===== src/logic/cad_pkg.sv =====
// package: opcodes, modes, flag positions and bus constants for the decoder
package cad_pkg;
    // register byte addresses on the wishbone slave
    localparam logic [3:0] CAD_REG_CTRL = 4'h0;   // write: opcode issue
    localparam logic [3:0] CAD_REG_OPND = 4'h4;   // write: fetched byte feed
    localparam logic [3:0] CAD_REG_STAT = 4'h8;   // read: state, flags, length
    localparam logic [3:0] CAD_REG_EA = 4'hc;     // read: effective address
    // field positions inside registers
    localparam int CAD_CTRL_IDXSEL_BIT = 8;
    localparam int CAD_CTRL_FLAGS_LSB = 16;
    localparam int CAD_STAT_BUSY_BIT = 0;
    localparam int CAD_STAT_ILL_BIT = 1;
    localparam int CAD_STAT_WAIT_BIT = 2;
    localparam int CAD_STAT_HALT_BIT = 3;
    localparam int CAD_STAT_LEN_LSB = 4;
    localparam int CAD_STAT_FLG_LSB = 8;
    localparam int CAD_STAT_MODE_LSB = 16;
    // condition_code_reg bit positions
    localparam int CAD_FLG_C = 0;
    localparam int CAD_FLG_Z = 1;
    localparam int CAD_FLG_N = 2;
    localparam int CAD_FLG_I = 3;
    localparam int CAD_FLG_H = 4;
    localparam logic [7:0] CAD_FLG_RESET = 8'h08;  // interrupts masked
    localparam logic [7:0] CAD_FLG_POP_MASK = 8'h1f;
    // addressing mode codes (upper nibble of opcode)
    typedef enum logic [3:0] {
        CAD_M_INH = 4'h0,
        CAD_M_IMM = 4'h1,
        CAD_M_DIR_S = 4'h2,
        CAD_M_DIR_L = 4'h3,
        CAD_M_IDX_N = 4'h4,
        CAD_M_IDX_S = 4'h5,
        CAD_M_IDX_L = 4'h6,
        CAD_M_IND_S = 4'h7,
        CAD_M_IND_L = 4'h8
    } cad_mode_t;
    // inherent operation codes (lower nibble when mode is inherent)
    localparam logic [3:0] CAD_OP_NOP = 4'h0;
    localparam logic [3:0] CAD_OP_WAIT_IRQ = 4'h1;
    localparam logic [3:0] CAD_OP_HALT = 4'h2;
    localparam logic [3:0] CAD_OP_SIM = 4'h3;
    localparam logic [3:0] CAD_OP_RIM = 4'h4;
    localparam logic [3:0] CAD_OP_SCF = 4'h5;
    localparam logic [3:0] CAD_OP_RCF = 4'h6;
    localparam logic [3:0] CAD_OP_PUSH = 4'h7;
    localparam logic [3:0] CAD_OP_POP = 4'h8;
    localparam logic [3:0] CAD_OP_POPCC = 4'h9;
    localparam logic [3:0] CAD_OP_TNZ = 4'ha;
    localparam logic [3:0] CAD_OP_SHL = 4'hb;
    localparam logic [3:0] CAD_OP_SHR = 4'hc;
    localparam logic [3:0] CAD_OP_ASR = 4'hd;
    localparam logic [3:0] CAD_OP_ROL = 4'he;
    localparam logic [3:0] CAD_OP_ROR = 4'hf;
    // shifter result bundle
    typedef struct packed {
        logic [7:0] res;
        logic n;
        logic z;
        logic c;
        logic n_wr;
        logic z_wr;
        logic c_wr;
    } cad_flagres_t;
endpackage : cad_pkg


===== src/logic/cad_decoder.sv =====
// addressing-mode decoder and flag effects, with wishbone register access
`timescale 1ns/1ps
module cad_decoder
    import cad_pkg::*;
#(
    parameter int ADDR_W = 16
) (
    input wire logic clk_i,
    input wire logic rst_i,
    // wishbone slave
    input wire logic wb_cyc_i,
    input wire logic wb_stb_i,
    input wire logic wb_we_i,
    input wire logic [3:0] wb_adr_i,
    input wire logic [31:0] wb_dat_i,
    input wire logic [3:0] wb_sel_i,
    output logic [31:0] wb_dat_o,
    output logic wb_ack_o,
    // memory read port for pointer fetch
    output logic mem_rd_o,
    output logic [ADDR_W-1:0] mem_adr_o,
    input wire logic mem_ack_i,
    input wire logic [7:0] mem_dat_i,
    // core hooks
    input wire logic irq_i,
    output logic wait_o,
    output logic osc_stop_o,
    output logic [ADDR_W-1:0] ea_o,
    output logic ea_valid_o,
    output logic [7:0] result_o,
    output logic result_wr_o
);
    typedef enum logic [2:0] {
        CAD_S_IDLE = 3'b000,
        CAD_S_FETCH = 3'b001,
        CAD_S_PTR_HI = 3'b010,
        CAD_S_PTR_LO = 3'b011,
        CAD_S_DONE = 3'b100
    } cad_state_t;

    cad_state_t state_q, state_d;
    logic [7:0] opc_q;
    logic idx_sel_q;
    logic [7:0] idx_x_q, idx_y_q;
    logic [7:0] flags_q;
    logic [1:0] need_q, got_q;
    logic [15:0] opnd_q;
    logic [15:0] ptr_q;
    logic [ADDR_W-1:0] ea_q;
    logic ea_valid_q;
    logic ill_q, wait_q, halt_q;
    logic [1:0] len_q;
    logic [7:0] res_q;
    logic res_wr_q;
    logic ack_q;
    logic [31:0] rdat_q;

    // bus decode
    wire logic acc = wb_cyc_i & wb_stb_i & ~ack_q;
    wire logic wr_ctrl = acc & wb_we_i & (wb_adr_i == CAD_REG_CTRL) &
                         wb_sel_i[0];
    wire logic wr_opnd = acc & wb_we_i & (wb_adr_i == CAD_REG_OPND) &
                         wb_sel_i[0];
    wire logic wr_idx = wr_ctrl & wb_sel_i[3];
    wire logic [7:0] new_opc = wb_dat_i[7:0];
    wire logic [3:0] new_mode = new_opc[7:4];
    wire logic [3:0] new_op = new_opc[3:0];
    wire logic start = wr_ctrl & (state_q == CAD_S_IDLE) & ~halt_q;

    // operand byte count per addressing mode
    function automatic logic [1:0] opnd_bytes(input logic [3:0] m);
        unique case (m)
            CAD_M_INH, CAD_M_IDX_N: opnd_bytes = 2'd0;
            CAD_M_IMM, CAD_M_DIR_S, CAD_M_IDX_S,
            CAD_M_IND_S, CAD_M_IND_L: opnd_bytes = 2'd1;
            CAD_M_DIR_L, CAD_M_IDX_L: opnd_bytes = 2'd2;
            default: opnd_bytes = 2'd0;
        endcase
    endfunction

    wire logic new_ill = (new_mode > CAD_M_IND_L);

    // shift unit operating on the operand byte
    cad_flagres_t sh;
    cad_shift_unit cad_shift_unit_i (
        .op_i(opc_q[3:0]),
        .dst_i(opnd_q[7:0]),
        .carry_i(flags_q[CAD_FLG_C]),
        .out_o(sh)
    );

    wire logic [7:0] idx = idx_sel_q ? idx_y_q : idx_x_q;
    wire logic [ADDR_W-1:0] idx_w = ADDR_W'(idx);
    wire logic done_fetch = (got_q == need_q);
    wire logic [3:0] cur_mode = opc_q[7:4];

    // effective address before any pointer fetch
    logic [ADDR_W-1:0] ea_calc;
    always_comb begin
        ea_calc = '0;
        unique case (cur_mode)
            CAD_M_DIR_S: ea_calc = ADDR_W'(opnd_q[7:0]);
            CAD_M_DIR_L: ea_calc = ADDR_W'(opnd_q);
            CAD_M_IDX_N: ea_calc = idx_w;
            CAD_M_IDX_S: ea_calc = idx_w + ADDR_W'(opnd_q[7:0]);
            CAD_M_IDX_L: ea_calc = idx_w + ADDR_W'(opnd_q);
            default: ea_calc = '0;
        endcase
    end

    wire logic is_ind = (cur_mode == CAD_M_IND_S) |
                        (cur_mode == CAD_M_IND_L);
    wire logic is_inh = (cur_mode == CAD_M_INH);

    // state transitions
    always_comb begin
        state_d = state_q;
        unique case (state_q)
            CAD_S_IDLE: if (start && !new_ill) begin
                state_d = (opnd_bytes(new_mode) == 2'd0) ? CAD_S_DONE :
                          CAD_S_FETCH;
            end
            CAD_S_FETCH: if (done_fetch) begin
                state_d = !is_ind ? CAD_S_DONE :
                          (cur_mode == CAD_M_IND_L) ? CAD_S_PTR_HI :
                          CAD_S_PTR_LO;
            end
            CAD_S_PTR_HI: if (mem_ack_i) state_d = CAD_S_PTR_LO;
            CAD_S_PTR_LO: if (mem_ack_i) state_d = CAD_S_DONE;
            CAD_S_DONE: state_d = CAD_S_IDLE;
            default: state_d = CAD_S_IDLE;
        endcase
    end

    // pointer fetch address: pointer byte address, +1 for low byte of word
    assign mem_rd_o = (state_q == CAD_S_PTR_HI) | (state_q == CAD_S_PTR_LO);
    assign mem_adr_o = (state_q == CAD_S_PTR_LO && cur_mode == CAD_M_IND_L) ?
                       ADDR_W'(opnd_q[7:0]) + ADDR_W'(1) :
                       ADDR_W'(opnd_q[7:0]);

    // sequencer and operand collection
    always_ff @(posedge clk_i) begin
        if (rst_i) begin
            state_q <= CAD_S_IDLE;
            opc_q <= 8'h00;
            need_q <= 2'd0;
            got_q <= 2'd0;
            opnd_q <= 16'h0000;
            ptr_q <= 16'h0000;
            len_q <= 2'd0;
            ill_q <= 1'b0;
        end else begin
            state_q <= state_d;
            if (start) begin
                opc_q <= new_opc;
                idx_sel_q <= wb_dat_i[CAD_CTRL_IDXSEL_BIT];
                need_q <= opnd_bytes(new_mode);
                got_q <= 2'd0;
                opnd_q <= {8'h00, wb_dat_i[23:16]}; // inherent data byte
                len_q <= 2'd1 + opnd_bytes(new_mode);
                ill_q <= new_ill;
            end else if (wr_opnd && state_q == CAD_S_FETCH && !done_fetch) begin
                opnd_q <= {opnd_q[7:0], wb_dat_i[7:0]}; // high byte first
                got_q <= got_q + 2'd1;
            end
            if (state_q == CAD_S_PTR_HI && mem_ack_i) begin
                ptr_q[15:8] <= mem_dat_i;
            end
            if (state_q == CAD_S_PTR_LO && mem_ack_i) begin
                ptr_q[7:0] <= mem_dat_i;
                if (cur_mode == CAD_M_IND_S) ptr_q[15:8] <= 8'h00;
            end
        end
    end

    // effective address and index registers
    always_ff @(posedge clk_i) begin
        if (rst_i) begin
            ea_q <= '0;
            ea_valid_q <= 1'b0;
            idx_x_q <= 8'h00;
            idx_y_q <= 8'h00;
        end else begin
            ea_valid_q <= 1'b0;
            if (wr_idx) begin
                if (wb_dat_i[CAD_CTRL_IDXSEL_BIT]) idx_y_q <= wb_dat_i[31:24];
                else idx_x_q <= wb_dat_i[31:24];
            end
            if (state_q == CAD_S_DONE && !is_inh &&
                cur_mode != CAD_M_IMM) begin
                ea_q <= is_ind ? ADDR_W'(ptr_q) : ea_calc;
                ea_valid_q <= 1'b1;
            end
        end
    end

    // flag effects and power states for inherent operations
    wire logic do_inh = (state_q == CAD_S_DONE) & is_inh;
    always_ff @(posedge clk_i) begin
        if (rst_i) begin
            flags_q <= CAD_FLG_RESET;
            wait_q <= 1'b0;
            halt_q <= 1'b0;
            res_q <= 8'h00;
            res_wr_q <= 1'b0;
        end else begin
            res_wr_q <= 1'b0;
            if (wait_q && irq_i) wait_q <= 1'b0;
            if (wr_ctrl && wb_dat_i[15]) halt_q <= 1'b0; // wake from halt
            if (do_inh) begin
                unique case (opc_q[3:0])
                    CAD_OP_WAIT_IRQ: begin
                        flags_q[CAD_FLG_I] <= 1'b0;
                        wait_q <= 1'b1;
                    end
                    CAD_OP_HALT: halt_q <= 1'b1;
                    CAD_OP_SIM: flags_q[CAD_FLG_I] <= 1'b1;
                    CAD_OP_RIM: flags_q[CAD_FLG_I] <= 1'b0;
                    CAD_OP_SCF: flags_q[CAD_FLG_C] <= 1'b1;
                    CAD_OP_RCF: flags_q[CAD_FLG_C] <= 1'b0;
                    CAD_OP_POPCC: begin
                        flags_q <= opnd_q[7:0] & CAD_FLG_POP_MASK;
                    end
                    CAD_OP_PUSH, CAD_OP_POP, CAD_OP_NOP: ; // flags kept
                    default: begin
                        if (sh.n_wr) flags_q[CAD_FLG_N] <= sh.n;
                        if (sh.z_wr) flags_q[CAD_FLG_Z] <= sh.z;
                        if (sh.c_wr) flags_q[CAD_FLG_C] <= sh.c;
                        res_q <= sh.res;
                        res_wr_q <= sh.c_wr; // tnz raises no result strobe
                    end
                endcase
            end
        end
    end

    // status word
    wire logic [31:0] stat_w = {8'h00, 4'h0, cur_mode, flags_q, 2'b00, len_q,
                                halt_q, wait_q, ill_q,
                                (state_q != CAD_S_IDLE)};
    wire logic [31:0] rd_mux =
        (wb_adr_i == CAD_REG_STAT) ? stat_w :
        (wb_adr_i == CAD_REG_EA) ? 32'(ea_q) :
        (wb_adr_i == CAD_REG_CTRL) ? {idx_y_q, idx_x_q, 8'h00, opc_q} :
        32'h0000_0000; // unmapped reads zero

    // single-cycle wishbone answer
    always_ff @(posedge clk_i) begin
        if (rst_i) begin
            ack_q <= 1'b0;
            rdat_q <= 32'h0000_0000;
        end else begin
            ack_q <= acc;
            if (acc && !wb_we_i) rdat_q <= rd_mux;
        end
    end

    assign wb_ack_o = ack_q;
    assign wb_dat_o = rdat_q;
    assign wait_o = wait_q;
    assign osc_stop_o = halt_q;
    assign ea_o = ea_q;
    assign ea_valid_o = ea_valid_q;
    assign result_o = res_q;
    assign result_wr_o = res_wr_q;
endmodule : cad_decoder


===== src/logic/cad_shift_unit.sv =====
// shift, rotate and test unit: computes result and n/z/c flag effects
`timescale 1ns/1ps
module cad_shift_unit
    import cad_pkg::*;
(
    input wire logic [3:0] op_i,
    input wire logic [7:0] dst_i,
    input wire logic carry_i,
    output cad_flagres_t out_o
);
    logic [7:0] res;
    logic cout;
    logic nflag;
    logic is_shift;
    logic is_tnz;
    // result and shifted-out bit per operation
    always_comb begin
        res = dst_i;
        cout = carry_i;
        unique case (op_i)
            CAD_OP_SHL: begin
                res = {dst_i[6:0], 1'b0};
                cout = dst_i[7];
            end
            CAD_OP_SHR: begin
                res = {1'b0, dst_i[7:1]};
                cout = dst_i[0];
            end
            CAD_OP_ASR: begin
                res = {dst_i[7], dst_i[7:1]}; // bit 7 replicated
                cout = dst_i[0];
            end
            CAD_OP_ROL: begin
                res = {dst_i[6:0], carry_i};
                cout = dst_i[7];
            end
            CAD_OP_ROR: begin
                res = {carry_i, dst_i[7:1]};
                cout = dst_i[0];
            end
            default: begin
                res = dst_i;
                cout = carry_i;
            end
        endcase
    end
    // flag selection
    assign is_shift = (op_i >= CAD_OP_SHL);
    assign is_tnz = (op_i == CAD_OP_TNZ);
    assign nflag = (op_i == CAD_OP_SHR) ? 1'b0 : res[7];
    assign out_o.res = res;
    assign out_o.n = nflag;
    assign out_o.z = (res == 8'h00);
    assign out_o.c = cout;
    assign out_o.n_wr = is_shift | is_tnz;
    assign out_o.z_wr = is_shift | is_tnz;
    assign out_o.c_wr = is_shift; // tnz leaves carry alone
endmodule : cad_shift_unit


===== config.mk =====
export PLATFORM = sky130hd
export DESIGN_NAME = cad_decoder
export DESIGN_NICKNAME = d
export VERILOG_FILES = /design/src/logic/cad_pkg.sv /design/src/logic/cad_decoder.sv /design/src/logic/cad_shift_unit.sv
export SDC_FILE = /design/constraint.sdc
export NUM_CORES = 1
export LEC_CHECK = 0
export ABC_AREA = 1
export BUFFER_PORTS_ARGS = -buffer_cell sky130_fd_sc_hd__buf_2
export CORE_MARGIN = 5
export CORE_UTILIZATION = 45
export DETAILED_ROUTE_END_ITERATION = 8
export PLACE_DENSITY = 0.67
export SLEW_MARGIN = 0
export SYNTH_ARGS = -nofsm -noshare
export SYNTH_HDL_FRONTEND = slang
export SYNTH_SLANG_ARGS = --single-unit

===== constraint.sdc =====
create_clock -name clk_i -period 2.9 [get_ports clk_i]
set_input_delay 0 -clock clk_i [delete_from_list [all_inputs] [get_ports clk_i]]
set_output_delay 0 -clock clk_i [all_outputs]
set_load 0.005 [all_outputs]

### Word level (Yosys, flattened, before mapping)

Memories as Yosys holds them, arrays and structs flattened. A register that Yosys moved wholly into a read port is not among the register bits.
Cells that the tools add are included.

* bits in registers: 131
* bits in latches: 0
* RAM bits: 0
* bits in read-only memories: 96
* input port bits: 55
* logic and storage cells: 175
* memories: 3

* $add $sub $neg: 5
* multiply operators: 0
* divide/modulo/power cells: 0
* $lt $le $gt $ge: 2
* equal/unequal tests: 35
* shifts and indexed selects: 0
* multiplexer cells: 40
* bitwise logic cells: 22
* reductions and logical operators: 44

Memories
* (no name shown): depth 16, bits a word 2, rd ports 1, clocked after memory_dff 1, wr ports 0, line cad_decoder.sv:72 `unique case (m)`
* (no name shown): depth 16, bits a word 2, rd ports 1, clocked after memory_dff 0, wr ports 0, line cad_decoder.sv:72
* (no name shown): depth 16, bits a word 2, rd ports 1, clocked after memory_dff 0, wr ports 0, line cad_decoder.sv:72

Operators with widths (number)
* $mux 32: 3
* $pmux 16 s5: 1
* $eq 4x4->1 const B: 11
* $mux 8: 5
* $pmux 8 s5: 1
* $eq 4x3->1 const B: 9
* $mux 16: 2
* $mux 3: 6
* $add 8x16->16: 1
* $eq 4x2->1 const B: 4
* $logic_not 4->1: 3
* $mux 1: 12
* $pmux 3 s4: 1
* $reduce_and 2->1: 6
* $reduce_or 12->1: 1
* $and 1x1->1: 11
* $logic_and 1x1->1: 11
* $reduce_or 10->1: 1
* $add 8x1->9 const B: 1
* $add 8x8->9: 1
* $mux 9: 1
* $reduce_or 9->1: 1
* $logic_not 8->1: 1
* $mux 2: 4
* other kinds (30): 50

### Logic depth before layout (Yosys ltp)

Gate-level depths: netlist of run 1.

* depth after elaboration: 14
* depth in mapped cells: 18
* gate-level depth less buffers: 18

### By module

From an unflattened synthesis of run 1, not the netlist that was laid out.

* cells, all modules: 1066
* area total of the unflattened synthesis: 7272.0 µm²

By module, submodules not included
* cad_decoder: instances 1, cells an instance 974, area each 6815.3 µm², seq. area each 2672.6 µm²
* cad_shift_unit: instances 1, cells an instance 92, area each 456.7 µm², seq. area each 0.0 µm²

### Least setup slack after synthesis of run 1

OpenSTA, ideal clock, no wires.

* path kind: reg2reg
* start point: reg idx_sel_q
* end point: reg ea_q[12], in the netlist ea_o[12]
* data arrival time: 2139 ps
* path slack: 645 ps
* stages on the path, launching flop included: 17
* path buffers: 1
* period minus slack after synthesis: 2255 ps
* cells stage by stage: edfxtp_1 -> clkbuf_1 -> nand2_1 -> o21ai_0 -> ha_1 -> fa_1 -> nand2_1 -> nand3_1 -> and2_1 -> nand2_1 -> nand2_1 -> nand2_1 -> nand2_1 -> nand3_1 -> nand3_1 -> o211ai_1 -> inv_1

* cells in the longest elaborated chain, start to end: 4

RTL lines
* start: declaration: line cad_decoder.sv:43 `logic idx_sel_q;`
* start signal: assignment: line cad_decoder.sv:156 `idx_sel_q <= wb_dat_i[CAD_CTRL_IDXSEL_BIT];`
* $mux 8: line cad_decoder.sv:92 `wire logic [7:0] idx = idx_sel_q ? idx_y_q : idx_x_q;`
* $add 8x16->16: line cad_decoder.sv:106 `CAD_M_IDX_L: ea_calc = idx_w + ADDR_W'(opnd_q);`
* $pmux 16 s5: line cad_decoder.sv:101 `unique case (cur_mode)`
* $mux 16: line cad_decoder.sv:191 `ea_q <= is_ind ? ADDR_W'(ptr_q) : ea_calc;`
* end signal: assignment: line cad_decoder.sv:191
* end: declaration: line cad_decoder.sv:49 `logic [ADDR_W-1:0] ea_q;`

No other way between the ends.
A chain may end at the register's enable or synchronous reset.

### Worst setup path in the final report of run 1

Ends and elaborated chain as after synthesis.

==> metrics.txt, run 1 <==
final core occ=a little under three fifths; largest family of logic cells by synthesized area=simple AND/OR/NAND/NOR gates; Max Cap Viol=0; Netlist Area Pre-Place=0.00714 mm2; final-stage net count=1,226; first-pass GRT wire length=36.5 mm; FF-to-FF setup slack=0.31 ns; IO buf count=117; remaining antenna violation count=0; hpwl dp=between 15 and 20 mm; initial antenna violation count=0; max_slew headroom=approximately 55%; Inserted Clock Buffers=17; GR Util All Layers=25.7%; Worst Hold Class=in2reg; chip height=136 um; post-synthesis area per instance=approximately 7.1 um2; Core ar.=0.0157 mm2; Critical Path AT=2.91 ns; Pleak=4.07 nW; Initial Util=45.4%; Placer Congestion=0.924; largest cells by area after synthesis=dfxtp_1, nand2_1, a21oi_1; outcome=complete, no violations; Post-synth EDFFs=1; largest net degree at the start of global routing=56; mux contribution to synthesized area=under 10%; CP Launch Type=register; Avg Vias per Cell=roughly 5.3; Ports=133; die width=136 um; Post-synth top cells=nand2_1, dfxtp_1, inv_1; critical path type=reg2reg; Starting DRT DRC Count=693; average wire per standard cell=approximately 17 um; #FFs+latches synth=133; DRT Pass-1 Iters=5; Die ar.=0.0185 mm2; synth warn=0; Tcrit/Tclk final=89.4%; post-synthesis cell type count=51; Max Root-Sink Buffers=2; share of cells above drive strength 1=20.5%; number of diodes=0; Max Freq=a little under 400 MHz; sequential element share of the synthesized area=37.5%; Synth top area share=37.0%; CTS root buffer=clkbuf_16; setup bufs post-CTS=0; # H-tree levels=4; Clock Latency Late Sink=about 0.43 ns; VDD IR max=412 uV; Routed WL=23.4 mm; number of hold violations in the final report=0; register clock-pin slew on the reported worst setup and hold paths=0.06 ns; Overall Power=4.54 mW; Max Slew Vio Count=0; post-synth top area cell=dfxtp_1; Final Cell Area=approximately 0.009 mm2; drc violations=0; Power Dens Cells=513 mW/mm2; Setup violations, final=0; Area growth, synth to finish=24.0%; maximum net fanout on the critical path=16; CTS tree=yes; clock skew=~0.0062 ns; Synth Area in Compound Gates=19.8%; Rows=46; async set-reset flop share out of synthesis=0%; count leader, synth=nand2_1; setup TNS=0 ns; Simple-Gate Fraction of Synth Area=27.0%; top_reg_cell synth=dfxtp_1; xor/xnor cell area share of the yosys netlist=1.60%; Clock Sink Count=between 100 and 150; dpl cell area=0.00789 mm2; Mapped Cells=1,002; Vias=between 7,000 and 8,000; CP Data Required Time=approximately 3.2 ns; total gr overflow=0; RSZ-0062 raised after global routing=false; Synth Area in Adders=approximately 2.6%; worst slew pin tran=a little under 0.7 ns; Setup crit end kind=register; number of global-route vias before repair=between 6,000 and 7,000; minimum clock period=2.59 ns
## layout make-up
| cell class | count | area [um2] |
|---|---|---|
| timing repair buffer | 169 | 1070 |
| multi-input combinational | 703 | 3750 |
| clock buffer | 17 | 425 |
| inverter | 133 | 499 |
| clock inverter | 15 | 156 |
| tap | 216 | 270 |
| sequential | 133 | 2670 |
| fill | 1493 | 6860 |
## metrics by stage
stage	setup slack (ns)	hold WS [ns]	cells
2_1_floorplan	0.645	0.0989	1008
5_1_grt	0.0568	0.0889	1386
4_1_cts	0.339	0.0454	1386
3_5_place_dp	0.374	0.232	1316
3_3_place_gp	0.426	0.227	1316
6_report	0.307	0.0614	1386
## final timing paths
path,from,depth (start not counted),endpoint
setup / recovery,idx_sel_q,14,ea_o[12]
hold reg to reg,wb_dat_o[23],2,wb_dat_o[23]
hold / removal,wb_sel_i[3],3,idx_y_q[1]
setup reg to reg,idx_sel_q,14,ea_o[12]
## registers in the layout, summed over array words and instances, names as in the netlist, 8 cells and up
signal / count
ea_o: 16
idx_x_q: 8
idx_y_q: 8
opc_q: 8
opnd_q: 16
ptr_q: 16
result_o: 8
wb_dat_o: 32
## per-layer routing
layer / track usage, % / up-vias / share of wire [%]
met5: 0 / - / 0
met4: 7.67 / 0 / 2.2
met3: 5.11 / 42 / 7.4
met2: 42.4 / 301 / 46
met1: 34.0 / 3343 / 44
li1: - / 3612 / -
## cells by family (layout without fill, tap and decap cells)
kind of cell / Yosys count / after routing
fa+ha+maj: 14 / 14
flops: 133 / 133
compound gates: 253 / 253
xor+xnor: 13 / 13
buf+inv: 172 / 334
mux: 8 / 8
simple gates: 408 / 408
other cells: 1 / 7
## worst max-delay path, cell delays in order, from the launching register on
cell and delay, ns:
edfxtp_1 0.64, o21ai_0 0.27, ha_1 0.28, fa_1 0.38, nand2_1 0.09, nand3_1 0.10
and2_1 0.18, nand2_1 0.06, nand2_1 0.10, nand2_1 0.08, nand2_1 0.04, nand3_1 0.07
nand3_1 0.08, o211ai_1 0.08, inv_1 0.05
## cell usage in the layout (no fill, tap or decap), types with 17 or more instances in the layout
cell           count
inv_1            121
nand3_1           40
nand2_1          224
dfxtp_1          132
buf_2            117
dlygate4sd3_1     38
clkbuf_16         17
o21ai_0           91
a21oi_1          108
nor2_1            74
## report_power, final
part           total, mW  internal, mW  switching (mW)
Combinational      0.495         0.185           0.309
Sequential          1.90          1.87          0.0339
Clock               2.14          1.27           0.870
## repair_timing
item	in CTS	in global routing
resized for setup	0	0
endpoints found under the hold margin	54	0
hold buffers	38	0
setup endpoints to repair	0	0
Power figures use the tool's default switching activity.
==> run 2: changes to the inputs <==
REMOVE_ABC_BUFFERS = 1   (was not set)
SYNTH_HIERARCHICAL = 1   (was not set)
==> run 2 against run 1 <==
Sequential power barely moved. Final area rose by 2.1%. Wire length fell by 1.6%. Combinational power fell by 4%. Synthesized cell count rose by 6.4%. Sequential share of layout area fell by 0.62 points. Worst hold slack got worse by 0.037 ns. Critical path type unchanged. Largest power group unchanged. Highest routed layer unchanged.
==> metrics.txt, run 2 <==
Worst Hold Class=in2reg; Critical-path top delay cell=edfxtp_1; count leader, synth=nand2_1; Max Freq=399 MHz; reg2reg end=ea_o[6]; maximum net fanout on the critical path=16; Clock Power Share=49.6%; P_int=3.59 mW; Critical Path AT=~2.8 ns; worst hold endpoint=wb_dat_o[4]; Pleak=4.18 nW; max reg flops=32; RSZ-0062 raised after global routing=false; setup TNS=0 ns; crit path buf inv count=1; Setup crit end kind=register; clock skew=between 0.009 and 0.01 ns; Crit path top cell by count=nand2_1; sw frac=23.8%; outcome=complete, no violations; Clock Latency Late Sink=0.44 ns; Inserted Clock Buffers=17; post-synth top area cell=dfxtp_1; final-stage net count=1,286; Critical R2R Launch=idx_sel_q; Tcrit/Tclk final=between 80 and 90%; total gr overflow=0; die width=about 140 um; chip height=137 um; drc violations=0; sequential power share=40.3%; register clock-pin slew on the reported worst setup and hold paths=0.06 ns; Max Root-Sink Buffers=2; number of diodes=0; Setup violations, final=0; FF-to-FF setup slack=0.39 ns; CTS root buffer=clkbuf_16; max_slew headroom=54.3%; critical path type=reg2reg; worst slew pin tran=between 0.6 and 0.7 ns; Avg Vias per Cell=5.21; CP delay by family, top=simple AND/OR/NAND/NOR gates; FF-to-FF path depth=12; GR Util All Layers=about a quarter; largest net degree at the start of global routing=43; CTS tree=yes; Max Cap Viol=0; #FFs+latches synth=133; Logic pwr share=10.1%; Power Dens Cells=521 mW/mm2; largest cells by area after synthesis=dfxtp_1, nand2_1, inv_1; dpl cell area=0.00800 mm2; Synth top area share=36.3%; Starting DRT DRC Count=699; initial antenna violation count=0; crit-path cells=o21ai_0 -> ha_1 -> fa_1 -> nand2_1 -> nand2_1 -> nand3_1 -> nand2_1 -> or2_2 -> nand3_1 -> nand4_1 -> nand2_1 -> inv_1; Vias=7,528; DRT Pass-1 Iters=6; slowest cell delay on critical path=0.61 ns; sequential element share of the synthesized area=a little under two fifths; share of cells above drive strength 1=17.7%; remaining antenna violation count=0; Final Cell Area=roughly 0.0090 mm2; minimum clock period=2.51 ns; Post-synth EDFFs=1; VDD IR max=between 300 and 400 uV; hold_sp=wb_adr_i[2]; number of global-route vias before repair=6,998; average wire per standard cell=16.0 um; commonest non-fill, non-tap cell in the layout=nand2_1; Core ar.=0.0159 mm2; first-pass GRT wire length=36.4 mm; IO buf count=roughly 120; most frequent cells in the layout=nand2_1, inv_1, dfxtp_1; Max Slew Vio Count=0; Ports=133; async set-reset flop share out of synthesis=0%; synth warn=6; Overall Power=4.71 mW; Switch Pwr=between 1 and 1.5 mW; Initial Util=45.8%; Placer Congestion=0.935; post-synthesis cell type count=53; Area growth, synth to finish=24.2%; CP Data Required Time=3.23 ns; Die ar.=0.0188 mm2; Clock Sink Count=133; Mapped Cells=1,066; Routed WL=23.1 mm; Netlist Area Pre-Place=0.00727 mm2; CP Launch Type=register; # H-tree levels=4; top_reg_cell synth=dfxtp_1; hpwl dp=between 15 and 20 mm; post-synthesis area per instance=6.82 um2; setup bufs post-CTS=0; Hold Path Depth=4; Rows=46; Post-synth top cells=nand2_1, dfxtp_1, inv_1; number of hold violations in the final report=0
==> run 2: cell types whose count changed after synthesis, moves of 5 or more <==
cell      change
a211oi_1     +14
a21oi_1      -39
a31oi_1       +5
clkinv_1      +6
inv_1        +11
nand2_1      +13
nand3_1      +34
nand4_1       +7
nor2_1       +45
nor2_2        -5
nor2_4        -6
o21ai_0      -11
o22ai_1       -5
or2_2         +7
==> run 2: layout make-up <==
type,instances,area [um2]
Clock buffer,24,492
Clock inverter,8,146
Fill cell,1554,6850
Inverter,147,552
Multi-Input combinational cell,748,3820
Sequential cell,133,2670
Tap cell,216,270
Timing Repair Buffer,170,1080
==> run 2: cell families after synthesis <==
family                     Yosys count  share of synthesized area, %
adders and majority gates           14                          2.51
buffers and inverters              191                          11.0
xor gates and xnor gates             8                         0.964
muxes                                8                          1.24
other                                1                        0.0516
DFF                                133                          36.8
and+or+nand+nor                    498                          30.7
AOI/OAI and AO/OA                  213                          16.7
==> run 2: timing repair <==
action | CTS | global route
resized for setup | 0 | 1
hold buffers | 39 | 0
endpoints found under the setup margin | 0 | 2
endpoints found under the hold margin | 52 | 0
==> run 2: how the worst max path moves through the flow <==
| stage | startpoint | end | slack [ns] | cells after the start |
|---|---|---|---|---|
| after floorplan | idx_sel_q | ea_o[6] | 0.72 | 13 |
| after global placement | idx_sel_q | ea_o[6] | 0.46 | 12 |
| after detailed placement | idx_sel_q | ea_o[6] | 0.44 | 12 |
| after CTS | state_q[2] | opnd_q[4] | 0.28 | 8 |
| after global routing | idx_sel_q | ea_o[6] | 0.17 | 12 |
| final | idx_sel_q | ea_o[6] | 0.39 | 12 |
==> run 2: power by group through the flow <==
stage | clock [mW] | combinational, mW | sequential (mW)
global placement | 0 | 0.426 | 1.94
detailed placement | 0 | 0.430 | 1.94
global route | 2.43 | 0.532 | 1.90
floorplan | 0 | 0.283 | 1.93
CTS | 2.36 | 0.472 | 1.90
finish | 2.33 | 0.477 | 1.90
==> run 2: worst min-delay path, stage by stage <==
cell and delay (ns):
buf_2 0.12, inv_2 0.07, o21ai_0 0.14, a211oi_1 0.07
==> run 2: per-layer routing <==
| metal | routed length [um] | global-route usage (%) | vias up |
|---|---|---|---|
| li1 | - | - | 3765 |
| met1 | 9930 | 32.3 | 3433 |
| met2 | 10600 | 40.8 | 269 |
| met3 | 1650 | 5.00 | 61 |
| met4 | 846 | 10.2 | 0 |
| met5 | 0 | 0 | - |
==> run 2: through the flow <==
| stage | std cells | setup slack [ns] | hold slack, ns | utilization, % |
|---|---|---|---|---|
| 3_5_place_dp | 1375 | 0.445 | 0.232 | 50.4 |
| 3_3_place_gp | 1375 | 0.458 | 0.234 | 50.4 |
| 4_1_cts | 1446 | 0.280 | 0.0140 | 56.9 |
| 6_report | 1446 | 0.394 | 0.0239 | 56.9 |
| 5_1_grt | 1446 | 0.174 | 0.0399 | 56.9 |
| 2_1_floorplan | 1028 | 0.717 | 0.0691 | - |
